[src/hdl/spf_pkg.sv]
// constants for the serial port pin function select block
//
// Summary of operation
// - reserved slot 47h reads zero, selects nothing
// - select a: config state and index 48h
// - select a codes route ring, carrier, rx, tx
// - select b: config state and index 49h
// - select b codes route dsr, rts, cts, dtr
// - port four select: config state, index 4Ah
// - port four codes route ring, carrier, rx, tx
// - all select registers clear on standby reset
package spf_pkg;
  // configuration indices
  localparam logic [7:0] IDX_RSVD  = 8'h47;
  localparam logic [7:0] IDX_SEL_A = 8'h48;
  localparam logic [7:0] IDX_SEL_B = 8'h49;
  localparam logic [7:0] IDX_SEL_C = 8'h4A;
  // reset values
  localparam logic [7:0] SEL_RESET  = 8'h00;
  localparam logic [7:0] IDX_RESET  = 8'h00;
  localparam logic [7:0] RSVD_VALUE = 8'h00;
  // field layout: four 2-bit fields per register
  localparam int NUM_REGS   = 3;
  localparam int FIELD_W    = 2;
  localparam int FIELDS_PER = 4;
  localparam int NUM_PINS   = NUM_REGS * FIELDS_PER;
  // field codes
  localparam logic [1:0] FN_GPIO = 2'h0;
  localparam logic [1:0] FN_ALT  = 2'h1;
  // pins whose alternate function is a serial-port output
  // (tx3 on pin 3, rts3 on 5, dtr3 on 7, tx4 on 11)
  localparam logic [11:0] ALT_IS_OUT = 12'h8A8;
  // idle level of an active-low modem input not routed
  localparam logic ALT_IDLE = 1'b1;
endpackage

[src/hdl/spf_pin_select.sv]
// pin function select registers and pin mux for serial ports three and four
`timescale 1ns/1ps
module spf_pin_select
  import spf_pkg::*;
(
  input  wire logic        clk,                   // 125 MHz core clock
  input  wire logic        rst,                   // standby power-on reset
  input  wire logic        cfg_mode,              // device is in configuration state
  input  wire logic        idx_wr,                // write strobe to index register
  input  wire logic        data_wr,               // write strobe to data register
  input  wire logic        data_rd,               // read strobe to data register
  input  wire logic [7:0]  cfg_wdata,             // write data for index or data
  output logic      [7:0]  config_index_register, // current index
  output logic      [7:0]  cfg_rdata,             // read data
  output logic             cfg_rvalid,            // read data valid, one cycle
  output logic      [7:0]  port3_modem_line_select_a,
  output logic      [7:0]  port3_modem_line_select_b,
  output logic      [7:0]  port4_modem_line_select_a,
  input  wire logic [11:0] pin_in,                // pad levels, gpio_pin_30..41
  output logic      [11:0] pin_out,               // pad output value
  output logic      [11:0] pin_oe,                // pad drive enable, high drives
  input  wire logic [11:0] gpio_out,              // gpio block output values
  input  wire logic [11:0] gpio_oe,               // gpio block drive enables
  output logic      [11:0] gpio_in,               // synchronised pad levels
  input  wire logic        port3_transmit_data,
  input  wire logic        port3_request_send,
  input  wire logic        port3_terminal_ready,
  input  wire logic        port4_transmit_data,
  output logic             port3_ring_indicate,
  output logic             port3_carrier_detect,
  output logic             port3_receive_data,
  output logic             port3_set_ready,
  output logic             port3_clear_send,
  output logic             port4_ring_indicate,
  output logic             port4_carrier_detect,
  output logic             port4_receive_data
);

  logic [7:0]  idx_reg;            // configuration index
  logic [7:0]  sel_reg [NUM_REGS]; // select registers a, b, c
  logic [7:0]  rdata_reg;          // registered read data
  logic        rvalid_reg;         // read answer pulse
  logic [11:0] sync1_reg;          // first synchroniser stage
  logic [11:0] sync2_reg;          // second stage, the only one read
  logic [11:0] alt_sel;            // field holds the alternate code
  logic [11:0] alt_out;            // serial outputs laid out by pin
  logic [11:0] pin_out_reg;        // pad value flops
  logic [11:0] pin_oe_reg;         // pad enable flops
  logic [11:0] alt_in_reg;         // routed modem inputs by pin
  logic        wr_ok;              // data write taken this cycle
  logic        rd_ok;              // data read taken this cycle

  // accesses only count inside the configuration state
  assign wr_ok = data_wr && cfg_mode;
  assign rd_ok = data_rd && cfg_mode;

  // index register, written only in configuration state
  always_ff @(posedge clk or posedge rst) begin
    if (rst) begin
      idx_reg <= IDX_RESET;
    end else if (idx_wr && cfg_mode) begin
      idx_reg <= cfg_wdata;
    end
  end

  // select registers; each answers only at its own index
  always_ff @(posedge clk or posedge rst) begin
    if (rst) begin
      for (int r = 0; r < NUM_REGS; r++) begin
        sel_reg[r] <= SEL_RESET;
      end
    end else if (wr_ok) begin
      unique case (idx_reg)
        IDX_SEL_A: sel_reg[0] <= cfg_wdata;
        IDX_SEL_B: sel_reg[1] <= cfg_wdata;
        IDX_SEL_C: sel_reg[2] <= cfg_wdata;
        default: ; // reserved slot and foreign indices ignore writes
      endcase
    end
  end

  // read path: one cycle latency, foreign indices read zero
  always_ff @(posedge clk or posedge rst) begin
    if (rst) begin
      rdata_reg <= 8'h00;
    end else if (rd_ok) begin
      unique case (idx_reg)
        IDX_SEL_A: rdata_reg <= sel_reg[0];
        IDX_SEL_B: rdata_reg <= sel_reg[1];
        IDX_SEL_C: rdata_reg <= sel_reg[2];
        IDX_RSVD:  rdata_reg <= RSVD_VALUE;
        default:   rdata_reg <= 8'h00;     // not this block's register
      endcase
    end
  end

  // read answer strobe
  always_ff @(posedge clk or posedge rst) begin
    if (rst) begin
      rvalid_reg <= 1'b0;
    end else begin
      rvalid_reg <= rd_ok;
    end
  end

  // pad inputs come from outside; two flops before any use
  always_ff @(posedge clk or posedge rst) begin
    if (rst) begin
      sync1_reg <= 12'hFFF;
      sync2_reg <= 12'hFFF;
    end else begin
      sync1_reg <= pin_in;
      sync2_reg <= sync1_reg;
    end
  end

  // serial outputs placed at their pins; input-only slots tie low
  assign alt_out = {port4_transmit_data, 3'h0,
                    port3_terminal_ready, 1'b0, port3_request_send, 1'b0,
                    port3_transmit_data, 3'h0};

  // per-pin decode and mux
  genvar p;
  generate
    for (p = 0; p < NUM_PINS; p++) begin : g_pin
      // only code 01 selects the port; 10 and 11 fall back to gpio
      assign alt_sel[p] = sel_reg[p / FIELDS_PER][(p % FIELDS_PER) * FIELD_W +: FIELD_W]
                          == FN_ALT;

      // pad drive: serial output, released for serial input, else gpio
      always_ff @(posedge clk or posedge rst) begin
        if (rst) begin
          pin_out_reg[p] <= 1'b0;
          pin_oe_reg[p]  <= 1'b0;
        end else if (alt_sel[p] && ALT_IS_OUT[p]) begin
          pin_out_reg[p] <= alt_out[p];
          pin_oe_reg[p]  <= 1'b1;
        end else if (alt_sel[p]) begin
          pin_out_reg[p] <= 1'b0;       // modem input: pad is listened to
          pin_oe_reg[p]  <= 1'b0;
        end else begin
          pin_out_reg[p] <= gpio_out[p];
          pin_oe_reg[p]  <= gpio_oe[p];
        end
      end

      // modem inputs see the pad only when routed, else stay idle
      always_ff @(posedge clk or posedge rst) begin
        if (rst) begin
          alt_in_reg[p] <= ALT_IDLE;
        end else begin
          alt_in_reg[p] <= (alt_sel[p] && !ALT_IS_OUT[p]) ? sync2_reg[p] : ALT_IDLE;
        end
      end
    end
  endgenerate

  // outputs; gpio always sees the pad so its input readback keeps working
  assign config_index_register     = idx_reg;
  assign cfg_rdata                 = rdata_reg;
  assign cfg_rvalid                = rvalid_reg;
  assign port3_modem_line_select_a = sel_reg[0];
  assign port3_modem_line_select_b = sel_reg[1];
  assign port4_modem_line_select_a = sel_reg[2];
  assign pin_out                   = pin_out_reg;
  assign pin_oe                    = pin_oe_reg;
  assign gpio_in                   = sync2_reg;
  // direction and polarity of the gpio block are software's duty
  assign port3_ring_indicate       = alt_in_reg[0];
  assign port3_carrier_detect      = alt_in_reg[1];
  assign port3_receive_data        = alt_in_reg[2];
  assign port3_set_ready           = alt_in_reg[4];
  assign port3_clear_send          = alt_in_reg[6];
  assign port4_ring_indicate       = alt_in_reg[8];
  assign port4_carrier_detect      = alt_in_reg[9];
  assign port4_receive_data        = alt_in_reg[10];
endmodule // spf_pin_select

[config.mk]
export PLATFORM = sky130hd
export DESIGN_NAME = spf_pin_select
export DESIGN_NICKNAME = d
export VERILOG_FILES = /design/src/hdl/spf_pkg.sv /design/src/hdl/spf_pin_select.sv
export SDC_FILE = /design/constraint.sdc
export NUM_CORES = 1
export LEC_CHECK = 0
export ABC_AREA = 1
export BUFFER_PORTS_ARGS = -buffer_cell sky130_fd_sc_hd__buf_2
export CAP_MARGIN = 40
export CORE_ASPECT_RATIO = 0.6
export CORE_UTILIZATION = 52
export DETAILED_ROUTE_END_ITERATION = 10
export PLACE_DENSITY = 0.92
export SLEW_MARGIN = 15
export SYNTH_ARGS = -nofsm -noshare
export SYNTH_HDL_FRONTEND = slang
export SYNTH_SLANG_ARGS = --single-unit
[constraint.sdc]
create_clock -name clk -period 3.65 [get_ports clk]
set_input_delay 0 -clock clk [delete_from_list [all_inputs] [get_ports clk]]
set_output_delay 0 -clock clk [all_outputs]
set_load 0.01 [all_outputs]
==> results.md, run 1 <==
- Run status: complete, but fails checks
- Violations in the final reports: design-rule violations
- Synthesized area: 3710 sq um
- Core Area: 6790 sq um
- Remaining global-route overflow: 0
- Total I/O pin count: 139
- Worst clock skew on the final layout: 0.00702 ns
- Synthesized-area fraction occupied by ao, oa, aoi and oai cells: 0.0910
- Num CTS Buffers: 9
- Post-synthesis net count: 360
- DRC violation total after the first TritonRoute iteration: 256
- Cell row count: 23
- Flops & latches, synth: 97
- Top cell types by occurrence after synthesis: sky130_fd_sc_hd__nand2_1, sky130_fd_sc_hd__dfrtp_1, sky130_fd_sc_hd__dfstp_2, sky130_fd_sc_hd__nand3_1, sky130_fd_sc_hd__inv_1
- Power density normalized to cell area: 456 nW/um^2
- Setup crit start kind: flop
- Internal power component: 1.82 mW
- Dominant cells by area after synthesis: sky130_fd_sc_hd__dfrtp_1, sky130_fd_sc_hd__dfstp_2, sky130_fd_sc_hd__nand2_1
- Setup repair after global routing missed its margin: no
- Proportion of layout cells with a drive suffix above 1: 0.433
- Initial core utilization: 0.547
- Simple-gate portion of the synthesized area: 0.178
- Number of antenna violations at the first check in global routing: 0
- Logic pwr share: 0.116
- WL/cell: 15.1 microns
- Routed via count: 2945
- Parity-gate share of the synthesized area counting xor and xnor cells: 0
- Worst setup EP type: flop
- Reg power frac: 0.494
- Proportion of synthesized chip area in sequential cells: 0.664
- Critical path arrival: 1.88 ns
- Die area: 7490 sq um
- Vias per cell: 4.98
- First-pass GRT wire length: 14300 microns
- Synth Warn #: 0
- Syn avg cell area: 12.1 sq um
- Number of enable flip-flop cells after synthesis: 0
- DRT antenna net count: 0
- Mux contribution to synthesized area: 0.0182
- Period minus WS final: 1.65 ns
- Fraction of power spent switching nets: 0.239
- Main combinational cell family by area after synthesis: simple AND/OR/NAND/NOR gates
- Post-route setup TNS: 0 ns
- HPWL Detailed: 6030 microns
- FILL cells: 467
- Area added between synthesis and finish: 40.9%
- Count of distinct cell types in the synthesized netlist: 22
- All-layer global routing usage: 0.257
- Chip height: 67.5 microns
- Die X: 111 microns
- Reported net switching power: 0.571 mW
- Proportion of synthesized flip-flops having asynchronous set or reset: 1.00
- Type of the worst setup path: reg2reg
- CTS H-Tree Depth: 3
- Share of power burned in the clock network: 0.390
- Number of instances in the synthesized netlist: 306
- Required time at the endpoint of the critical path: 3.88 ns
- Total length of routed wires: 8910 microns
- Post-synthesis cell type with the largest combined area: sky130_fd_sc_hd__dfrtp_1
- Global placement routability congestion: 0.880
- Number of global-route vias before repair: 2851
- F_max: 607 MHz
- Worst-skew pair later-pin latency: 0.34 ns
- Clock slew at the register clock pins of the worst setup and hold paths: 0.06 ns
- Number of hold-slack violations in the final timing report: 0
- Antenna cell count: 0
- Top_reg_cell synth: sky130_fd_sc_hd__dfrtp_1
- Slew at the pin with the worst max-slew slack: 0.690 ns
- Remaining max-slew budget at the tightest pin: 0.540
- Cell leakage power: 2.67 nW
- IR Drop Worst-Case VDD: 321 uV
- Maximum clock path buffer count: 2
- Count leader, synth: sky130_fd_sc_hd__nand2_1
- Post-synth top area share: 0.438
- Maximum fanout along the worst path: 27
- Number of port buffers: 138
- Type of the most critical hold path: in2reg
- Number of iterations in the first detailed-routing pass: 8
- Number of pins with negative max-slew slack in the final report: 0
- Worst hold slack: 0.0857 ns
- Number of remaining DRC errors: 20
- CTS tree: built
- Count of clock tree sinks: 97
- Tcrit/Tclk final: 0.452
- Cell at the root of the clock tree: sky130_fd_sc_hd__clkbuf_16
- Number of failing setup endpoints in the final timing report: 0
- # nets final: 553
- Adder and majority cell fraction of the synthesized area: 0
- Max Cap Violations: 0
- Largest net degree at the start of global routing: 60
-- metrics by stage --
step	area (sq um)	utilization	power [mW]	worst slack, ns	instances
6_report	5230	0.770	2.39	2.00	591
2_1_floorplan	3710	-	1.32	1.17	306
5_1_grt	5230	0.770	2.49	1.89	591
4_1_cts	5230	0.770	2.40	2.00	591
3_3_place_gp	4440	0.654	1.42	2.12	526
3_5_place_dp	4440	0.654	1.43	2.05	526
-- path summary, 6_finish.rpt --
check / from / endpoint / slack, ns / cells past startpoint
worst max register to register: config_index_register[4] / port3_modem_line_select_a[4] / 2.00 / 7
min in group asynchronous: rst / cfg_rvalid / 0.34 / 3
worst max-delay path: config_index_register[4] / port3_modem_line_select_a[4] / 2.00 / 7
worst min-delay path: data_rd / cfg_rdata[5] / 0.09 / 4
max in group asynchronous: rst / port3_clear_send / 2.33 / 4
worst min register to register: sync1_reg[4] / gpio_in[4] / 0.35 / 0
-- layout by cell type, fill, tap and decap left out --
cell type and count:
sky130_fd_sc_hd__a21boi_0 16, sky130_fd_sc_hd__a21oi_1 3, sky130_fd_sc_hd__buf_2 138, sky130_fd_sc_hd__buf_4 1
sky130_fd_sc_hd__bufinv_16 1, sky130_fd_sc_hd__clkbuf_1 1, sky130_fd_sc_hd__clkbuf_16 9, sky130_fd_sc_hd__clkbuf_8 1
sky130_fd_sc_hd__clkinv_1 1, sky130_fd_sc_hd__clkinv_2 2, sky130_fd_sc_hd__clkinvlp_4 2, sky130_fd_sc_hd__dfrtp_1 65
sky130_fd_sc_hd__dfstp_2 32, sky130_fd_sc_hd__dlygate4sd3_1 49, sky130_fd_sc_hd__inv_1 24, sky130_fd_sc_hd__inv_2 1
sky130_fd_sc_hd__inv_4 1, sky130_fd_sc_hd__mux2_2 6, sky130_fd_sc_hd__nand2_1 69, sky130_fd_sc_hd__nand2_4 5
sky130_fd_sc_hd__nand3_1 32, sky130_fd_sc_hd__nand3b_1 8, sky130_fd_sc_hd__nor2_1 3, sky130_fd_sc_hd__nor2_4 3
sky130_fd_sc_hd__nor2_8 4, sky130_fd_sc_hd__o21a_1 9, sky130_fd_sc_hd__o21ai_0 3, sky130_fd_sc_hd__o21ai_1 3
sky130_fd_sc_hd__o21ai_2 12
-- repair_timing --
item | in CTS | in global routing
setup buffers | 0 | 0
gates resized for setup | 0 | 0
endpoints found under the hold margin | 99 | 0
hold buffers | 49 | 0
-- power groups by stage --
stage | logic (mW) | registers (mW) | clock network [mW]
2_1_floorplan | 0.0998 | 1.22 | 0
6_report | 0.276 | 1.18 | 0.930
4_1_cts | 0.276 | 1.18 | 0.947
3_5_place_dp | 0.234 | 1.20 | 0
5_1_grt | 0.303 | 1.19 | 0.995
3_3_place_gp | 0.230 | 1.19 | 0
-- cell type report --
cell class | instances | area (sq um) | area share
Timing Repair Buffer | 188 | 1190 | 0.227
Clock buffer | 11 | 243 | 0.0464
Tap cell | 87 | 109 | 0.0208
Sequential cell | 97 | 2470 | 0.472
Multi-Input combinational cell | 176 | 1070 | 0.204
Clock inverter | 5 | 55.1 | 0.0105
Inverter | 27 | 104 | 0.0198
-- cell families after synthesis --
| family | Yosys count |
|---|---|
| compound gates | 46 |
| simple gates | 124 |
| mux | 6 |
| buf+inv | 33 |
| flops | 97 |
-- per-layer routing --
layer / vias up / GRT usage / wire [microns] / part of all wire
met5: - / 0 / 0 / 0
met4: 0 / 0.0709 / 102 / 0.011
met3: 9 / 0.0682 / 743 / 0.083
met2: 125 / 0.421 / 4170 / 0.47
met1: 1439 / 0.348 / 3890 / 0.44
li1: 1372 / - / - / -
-- worst max-delay path, cell delays in order (launching register included) --
cell,delay (ns)
sky130_fd_sc_hd__dfrtp_1,0.40
sky130_fd_sc_hd__inv_1,0.06
sky130_fd_sc_hd__nand2_1,0.11
sky130_fd_sc_hd__nor2_8,0.38
sky130_fd_sc_hd__nand2_4,0.12
sky130_fd_sc_hd__nor2_8,0.23
sky130_fd_sc_hd__nand2_1,0.10
sky130_fd_sc_hd__o21a_1,0.12
No activity file was read; power rests on OpenSTA's default activity.
==> run 2, diff against run 1 <==
Settings changed: ABC_AREA 1 to 0, CORE_UTILIZATION 52 to 48, PLACE_DENSITY 0.92 to 0.87.
Clock period 3.65 ns to 1.57 ns, I/O delays scaled along.
==> results.md, run 2 <==
- FILL cells: 419 (was 467)
- Most common cell after layout, fill and taps aside: sky130_fd_sc_hd__buf_2 (unchanged)
- Tcrit/Tclk final: 1.27 (was 0.452)
- Dominant cells by area after synthesis: sky130_fd_sc_hd__dfrtp_1, sky130_fd_sc_hd__dfstp_2, sky130_fd_sc_hd__mux2_4 (was sky130_fd_sc_hd__dfrtp_1, sky130_fd_sc_hd__dfstp_2, sky130_fd_sc_hd__nand2_1)
- Filler-free cell count of the finished design: 541 (was 591)
- First-pass GRT wire length: 13300 microns (was 14300 microns)
- Number of remaining DRC errors: 0 (was 20)
- Internal power component: 4.57 mW (was 1.82 mW)
- Area added between synthesis and finish: 49.8% (was 40.9%)
- Proportion of synthesized flip-flops having asynchronous set or reset: 1.00 (unchanged)
- Cell at the root of the clock tree: sky130_fd_sc_hd__clkbuf_16 (unchanged)
- HPWL Detailed: 5770 microns (was 6030 microns)
- Proportion of synthesized chip area in sequential cells: 0.688 (was 0.664)
- Worst setup EP type: flop (unchanged)
- Logic pwr share: 0.158 (was 0.116)
- Number of iterations in the first detailed-routing pass: 4 (was 8)
- Period minus WS final: 2.00 ns (was 1.65 ns)
- Type of the most critical hold path: in2reg (unchanged)
- Number of failing setup endpoints in the final timing report: 32 (was 0)
- Vias per cell: 4.79 (was 4.98)
- Fraction of power spent switching nets: 0.239 (about the same)
- Min setup slack post-route: -0.430 ns (was 2.00 ns)
- Count leader, synth: sky130_fd_sc_hd__dfrtp_1 (was sky130_fd_sc_hd__nand2_1)
- Type of the worst setup path: reg2reg (unchanged)
- Total length of routed wires: 8760 microns (was 8910 microns)
- Commonest cells after routing, fill and taps aside: sky130_fd_sc_hd__buf_2, sky130_fd_sc_hd__dfrtp_1, sky130_fd_sc_hd__dlygate4sd3_1 (was sky130_fd_sc_hd__buf_2, sky130_fd_sc_hd__nand2_1, sky130_fd_sc_hd__dfrtp_1)
- All-layer global routing usage: 0.235 (was 0.257)
- Critical path arrival: 2.22 ns (was 1.88 ns)
- Post-route setup TNS: -10.89 ns (was 0 ns)
- Worst-skew pair later-pin latency: 0.34 ns (about the same)
- Synthesized area: 3580 sq um (was 3710 sq um)
- Routed via count: 2592 (was 2945)
- Die area: 7830 sq um (was 7490 sq um)
- Global placement routability congestion: 0.771 (was 0.880)
- Reported net switching power: 1.44 mW (was 0.571 mW)
- Setup repair after global routing missed its margin: yes (was no)
- Violations in the final reports: negative setup slack (was design-rule violations)
- CTS tree: built (unchanged)
- Number of antenna violations at the first check in global routing: 0 (unchanged)
- Syn avg cell area: 16.0 sq um (was 12.1 sq um)
- Run status: complete, but fails checks (unchanged)
- Number of global-route vias before repair: 2636 (was 2851)
- Num CTS Buffers: 9 (unchanged)
- Count of distinct cell types in the synthesized netlist: 20 (was 22)
- Final design utilization: 0.774 (was 0.770)
- Number of enable flip-flop cells after synthesis: 0 (unchanged)
- Reg power frac: 0.476 (was 0.494)
- Power density normalized to cell area: 1120 nW/um^2 (was 456 nW/um^2)
- Cell row count: 23 (unchanged)
- Number of port buffers: 138 (unchanged)
- Post-synthesis net count: 278 (was 360)
- Count of clock tree sinks: 97 (unchanged)
- Antenna cell count: 0 (unchanged)
- Largest net degree at the start of global routing: 40 (was 60)
- Remaining global-route overflow: 0 (unchanged)
- Clock slew at the register clock pins of the worst setup and hold paths: 0.06 ns (about the same)
- Post-synthesis cell type with the largest combined area: sky130_fd_sc_hd__dfrtp_1 (unchanged)
- Chip height: 68.9 microns (was 67.5 microns)
- DRC violation total after the first TritonRoute iteration: 103 (was 256)
- IR Drop Worst-Case VDD: 961 uV (was 321 uV)
- Maximum fanout along the worst path: 8 (was 27)
- Core Area: 6940 sq um (was 6790 sq um)
- Initial core utilization: 0.517 (was 0.547)
- CTS H-Tree Depth: 3 (unchanged)
- Remaining max-slew budget at the tightest pin: 0.578 (was 0.540)
- Top_reg_cell synth: sky130_fd_sc_hd__dfrtp_1 (unchanged)
- Maximum clock path buffer count: 2 (unchanged)
- Proportion of layout cells with a drive suffix above 1: 0.599 (was 0.433)
- Number of pins with negative max-slew slack in the final report: 0 (unchanged)
- Slew at the pin with the worst max-slew slack: 0.632 ns (was 0.690 ns)
- Flops & latches, synth: 97 (unchanged)
- Worst clock skew on the final layout: 0.00510 ns (was 0.00702 ns)
- Die X: 114 microns (was 111 microns)
- Cell leakage power: 2.64 nW (was 2.67 nW)
- Number of hold-slack violations in the final timing report: 0 (unchanged)
- Setup crit start kind: flop (unchanged)
- WL/cell: 16.2 microns (was 15.1 microns)
- Top cell types by occurrence after synthesis: sky130_fd_sc_hd__dfrtp_1, sky130_fd_sc_hd__dfstp_2, sky130_fd_sc_hd__mux2_4, sky130_fd_sc_hd__and2_1 (was sky130_fd_sc_hd__nand2_1, sky130_fd_sc_hd__dfrtp_1, sky130_fd_sc_hd__dfstp_2, sky130_fd_sc_hd__nand3_1, sky130_fd_sc_hd__inv_1)
- FF-to-FF path depth: 3 (was 7)
- Number of instances in the synthesized netlist: 224 (was 306)
- Required time at the endpoint of the critical path: 1.79 ns (was 3.88 ns)
- DRT antenna net count: 0 (unchanged)
- Max Cap Violations: 0 (unchanged)
- Total I/O pin count: 139 (unchanged)
- Hold path cells: 4 (unchanged)
- F_max: 500 MHz (was 607 MHz)
- Synth Warn #: 0 (unchanged)
- Post-synth top area share: 0.454 (was 0.438)
- Share of power burned in the clock network: 0.366 (was 0.390)
- # nets final: 490 (was 553)
- Total instance count after detailed placement: 476 (was 526)
-- run 2: cell count changes after synthesis, sizes merged, moves of 16 or more --
| cell | previous run | this run |
|---|---|---|
| and2 | 0 | 16 |
| a21boi | 16 | 0 |
| inv | 26 | 2 |
| mux2 | 6 | 36 |
| nand3 | 32 | 0 |
| nand2 | 74 | 11 |
-- run 2: stage by stage --
step / power (mW) / hold WS [ns] / setup WS, ns / instance area, sq um
after floorplan: 3.32 / 0.00448 / -0.499 / 3590
after detailed placement: 3.73 / 0.106 / -0.456 / 4540
after CTS: 6.02 / 0.0758 / -0.431 / 5340
after global placement: 3.70 / 0.105 / -0.425 / 4540
after global routing: 6.23 / 0.114 / -0.460 / 5370
final: 6.00 / 0.0863 / -0.430 / 5370
-- run 2: critical path, stage by stage (launching register included) --
cell	delay, ns
sky130_fd_sc_hd__dfrtp_1	0.38
sky130_fd_sc_hd__or4b_4	0.56
sky130_fd_sc_hd__or4b_4	0.62
sky130_fd_sc_hd__mux2_4	0.34
-- run 2: kinds of logic (layout without fill, tap and decap cells) --
| group | after synthesis | count (layout) | share of synthesized area |
|---|---|---|---|
| AO/OA/AOI/OAI | 17 | 17 | 0.0339 |
| buffers and inverters | 6 | 223 | 0.00838 |
| flip-flops | 97 | 97 | 0.688 |
| multiplexers | 44 | 44 | 0.161 |
| AND/OR/NAND/NOR | 60 | 60 | 0.109 |
-- run 2: final timing paths --
| check | start | endpoint | slack, ns |
|---|---|---|---|
| max | config_index_register[4] | port3_modem_line_select_a[6] | -0.43 |
| min | data_rd | cfg_rvalid | 0.09 |
| max reg2reg | config_index_register[4] | port3_modem_line_select_a[6] | -0.43 |
| min reg2reg | sync1_reg[9] | gpio_in[9] | 0.36 |
| max in group asynchronous | rst | gpio_in[0] | 0.61 |
| min in group asynchronous | rst | pin_oe[0] | 0.30 |
-- run 2: layout make-up --
cell class	count	area, sq um	share of cell area
sequential	97	2470	0.459
timing repair buffer	205	1350	0.250
multi-input combinational	121	1110	0.208
clock buffer	12	256	0.0478
tap	100	125	0.0233
clock inverter	4	51.3	0.00955
inverter	2	11.3	0.00210
-- run 2: layer usage --
layer / vias up / part of all wire / track usage
met4: 0 / 0.017 / 0.0757
met3: 14 / 0.061 / 0.0708
li1: 1185 / - / -
met1: 1283 / 0.43 / 0.290
met5: - / 0 / 0
met2: 110 / 0.49 / 0.407
-- run 2: repair_timing --
action / 4_1_cts / 5_1_grt
cloned: 0 / 0
pin swaps: 1 / 0
gates resized for setup: 1 / 8
setup endpoints to repair: 32 / 32
endpoints found under the hold margin: 86 / 0
setup buffers: 0 / 0
hold buffers: 49 / 0
-- run 2: power groups by stage --
stage                     clock, mW  sequential [mW]  combinational [mW]
after floorplan                   0             2.95               0.370
after global placement            0             2.88               0.822
after detailed placement          0             2.89               0.845
after CTS                      2.23             2.85               0.944
after global routing           2.32             2.88                1.03
final                          2.20             2.85               0.949
==> run 3, diff against run 2 <==
Settings changed: CELL_PAD_IN_SITES_DETAIL_PLACEMENT set to 0, CELL_PAD_IN_SITES_GLOBAL_PLACEMENT set to 2, CORE_UTILIZATION 48 to 30, PLACE_DENSITY 0.87 to 0.83.
==> results.md, run 3 (synthesized netlist as in run 2, its figures left out) <==
- Run status: complete, but fails checks (unchanged)
- Largest net degree at the start of global routing: 42 (was 40)
- Commonest cells after routing, fill and taps aside: sky130_fd_sc_hd__buf_2, sky130_fd_sc_hd__dfrtp_1, sky130_fd_sc_hd__dlygate4sd3_1 (unchanged)
- Worst slack, placed: -0.459 ns (was -0.456 ns)
- Reg power frac: 0.451 (was 0.476)
- Critical path arrival: 2.23 ns (was 2.22 ns)
- Area added between synthesis and finish: 52.8% (was 49.8%)
- Reported net switching power: 1.47 mW (was 1.44 mW)
- Number of pins with negative max-slew slack in the final report: 0 (unchanged)
- Met3 track demand over resource: 0.0536 (was 0.0708)
- Area occupied by multi-input gates: 1090 sq um (was 1110 sq um)
- Min setup slack post-route: -0.443 ns (was -0.430 ns)
- Internal power component: 4.85 mW (was 4.57 mW)
- FILL cells: 1053 (was 419)
- F_max: 497 MHz (was 500 MHz)
- WL/cell: 14.9 microns (was 16.2 microns)
- Share of power burned in the clock network: 0.398 (was 0.366)
- CTS tree: built (unchanged)
- Maximum fanout along the worst path: 8 (unchanged)
- Type of the worst setup path: reg2reg (unchanged)
- Power density normalized to cell area: 1150 nW/um^2 (was 1120 nW/um^2)
- Slew at the pin with the worst max-slew slack: 0.522 ns (was 0.632 ns)
- Post-route setup TNS: -9.45 ns (was -10.89 ns)
- Worst clock skew on the final layout: 0.00713 ns (was 0.00510 ns)
- Finished Cell Area: 5480 sq um (was 5370 sq um)
- Type of the most critical hold path: in2reg (unchanged)
- Logic pwr share: 0.151 (was 0.158)
- Number of iterations in the first detailed-routing pass: 4 (unchanged)
- Worst-skew pair later-pin latency: 0.34 ns (about the same)
- Placed cell areas: 4640 sq um (was 4540 sq um)
- Remaining global-route overflow: 0 (unchanged)
- Core Area: 11400 sq um (was 6940 sq um)
- Required time at the endpoint of the critical path: 1.79 ns (about the same)
- GR Layer Usage met2: 0.226 (was 0.407)
- Number of remaining DRC errors: 0 (unchanged)
- DRC violation total after the first TritonRoute iteration: 104 (was 103)
- Number of global-route vias before repair: 2703 (was 2636)
- Die area: 12400 sq um (was 7830 sq um)
- DRT antenna net count: 0 (unchanged)
- Clock slew at the register clock pins of the worst setup and hold paths: 0.06 ns (about the same)
- Number of port buffers: 138 (unchanged)
- Maximum clock path buffer count: 2 (unchanged)
- HPWL Detailed: 6620 microns (was 5770 microns)
- Period minus WS final: 2.01 ns (was 2.00 ns)
- First-pass GRT wire length: 14000 microns (was 13300 microns)
- Number of hold-slack violations in the final timing report: 0 (unchanged)
- Tcrit/Tclk final: 1.28 (was 1.27)
- Remaining max-slew budget at the tightest pin: 0.651 (was 0.578)
- Setup crit start kind: flop (unchanged)
- Global Route met1 Usage: 0.215 (was 0.290)
- Chip height: 86.7 microns (was 68.9 microns)
- Setup repair after global routing missed its margin: yes (unchanged)
- Number of antenna violations at the first check in global routing: 0 (unchanged)
- Register area: 2470 sq um (unchanged)
- # nets final: 493 (was 490)
- Total I/O pin count: 139 (unchanged)
- Number of failing setup endpoints in the final timing report: 32 (unchanged)
- CTS H-Tree Depth: 3 (unchanged)
- All-layer global routing usage: 0.155 (was 0.235)
- IR Drop Worst-Case VDD: 567 uV (was 961 uV)
- Die X: 143 microns (was 114 microns)
- Cell at the root of the clock tree: sky130_fd_sc_hd__clkbuf_16 (unchanged)
- Routed via count: 2523 (was 2592)
- Total length of routed wires: 9000 microns (was 8760 microns)
- Cell row count: 30 (was 23)
- Global placement routability congestion: 0.766 (was 0.771)
- Initial core utilization: 0.313 (was 0.517)
- Count of clock tree sinks: 97 (unchanged)
- Num CTS Buffers: 9 (unchanged)
- Fraction of power spent switching nets: 0.233 (was 0.239)
- Cell leakage power: 2.66 nW (was 2.64 nW)
- Violations in the final reports: negative setup slack (unchanged)
- Post-CTS setup buffer count: 0 (unchanged)
- Proportion of layout cells with a drive suffix above 1: 0.583 (was 0.599)
- Vias per cell: 4.18 (was 4.79)
- Worst setup EP type: flop (unchanged)
- Most common cell after layout, fill and taps aside: sky130_fd_sc_hd__buf_2 (unchanged)
- Max Cap Violations: 0 (unchanged)
- Antenna cell count: 0 (unchanged)
- GRT busiest layer: met2 (unchanged)
[run 3: cell types whose count changed in the layout (fill, tap and decap cells not counted), sizes merged]
cell	change
bufinv	+2
buf	+3
clkinv	-1
clkbuf	-1
[run 3: what timing repair did]
item                                   CTS  global route
gates resized for setup                  0             1
hold buffers                            49             0
pin swaps                                1             0
setup endpoints to repair               32            32
endpoints found under the hold margin   81             0
[run 3: power groups by stage]
stage               Sequential (mW)  Clock [mW]  Combinational (mW)
floorplan                      2.95           0               0.370
global placement               2.89           0               0.858
detailed placement             2.90           0               0.872
CTS                            2.86        2.60               0.969
global route                   2.88        2.69                1.04
finish                         2.86        2.52               0.955
[run 3: final timing paths]
path	start	end	slack, ns	cells after the start
max	config_index_register[4]	port3_modem_line_select_a[5]	-0.44	3
min	data_rd	cfg_rvalid	0.09	4
max reg2reg	config_index_register[4]	port3_modem_line_select_a[5]	-0.44	3
min reg2reg	sync1_reg[11]	gpio_in[11]	0.35	0
max in group asynchronous	rst	gpio_in[6]	0.67	4
min in group asynchronous	rst	config_index_register[2]	0.27	3
[run 3: metrics by stage]
step	std cells	hold WS [ns]	utilization	power, mW
6_report	604	0.0889	0.479	6.33
5_1_grt	604	0.124	0.479	6.62
4_1_cts	604	0.0708	0.478	6.42
3_5_place_dp	539	0.0645	0.405	3.77
3_3_place_gp	539	0.0676	0.405	3.75
2_1_floorplan	224	0.00448	-	3.32
[run 3: cell type report]
class / count / share of cell area
Clock buffer: 11 / 0.0443
Clock inverter: 5 / 0.0187
Inverter: 2 / 0.00206
Multi-Input combinational cell: 121 / 0.198
Sequential cell: 97 / 0.450
Tap cell: 160 / 0.0365
Timing Repair Buffer: 208 / 0.250
[run 3: worst max-delay path, stage by stage (launching register included)]
cell and delay (ns):
sky130_fd_sc_hd__dfrtp_1 0.38, sky130_fd_sc_hd__or4b_4 0.57, sky130_fd_sc_hd__or4b_4 0.62, sky130_fd_sc_hd__mux2_4 0.33
[run 3: per-layer routing]
layer  up-vias  part of all wire
met3         9             0.083
li1       1187                 -
met2       100              0.42
met5         -                 0
met1      1227              0.49
met4         0             0.012
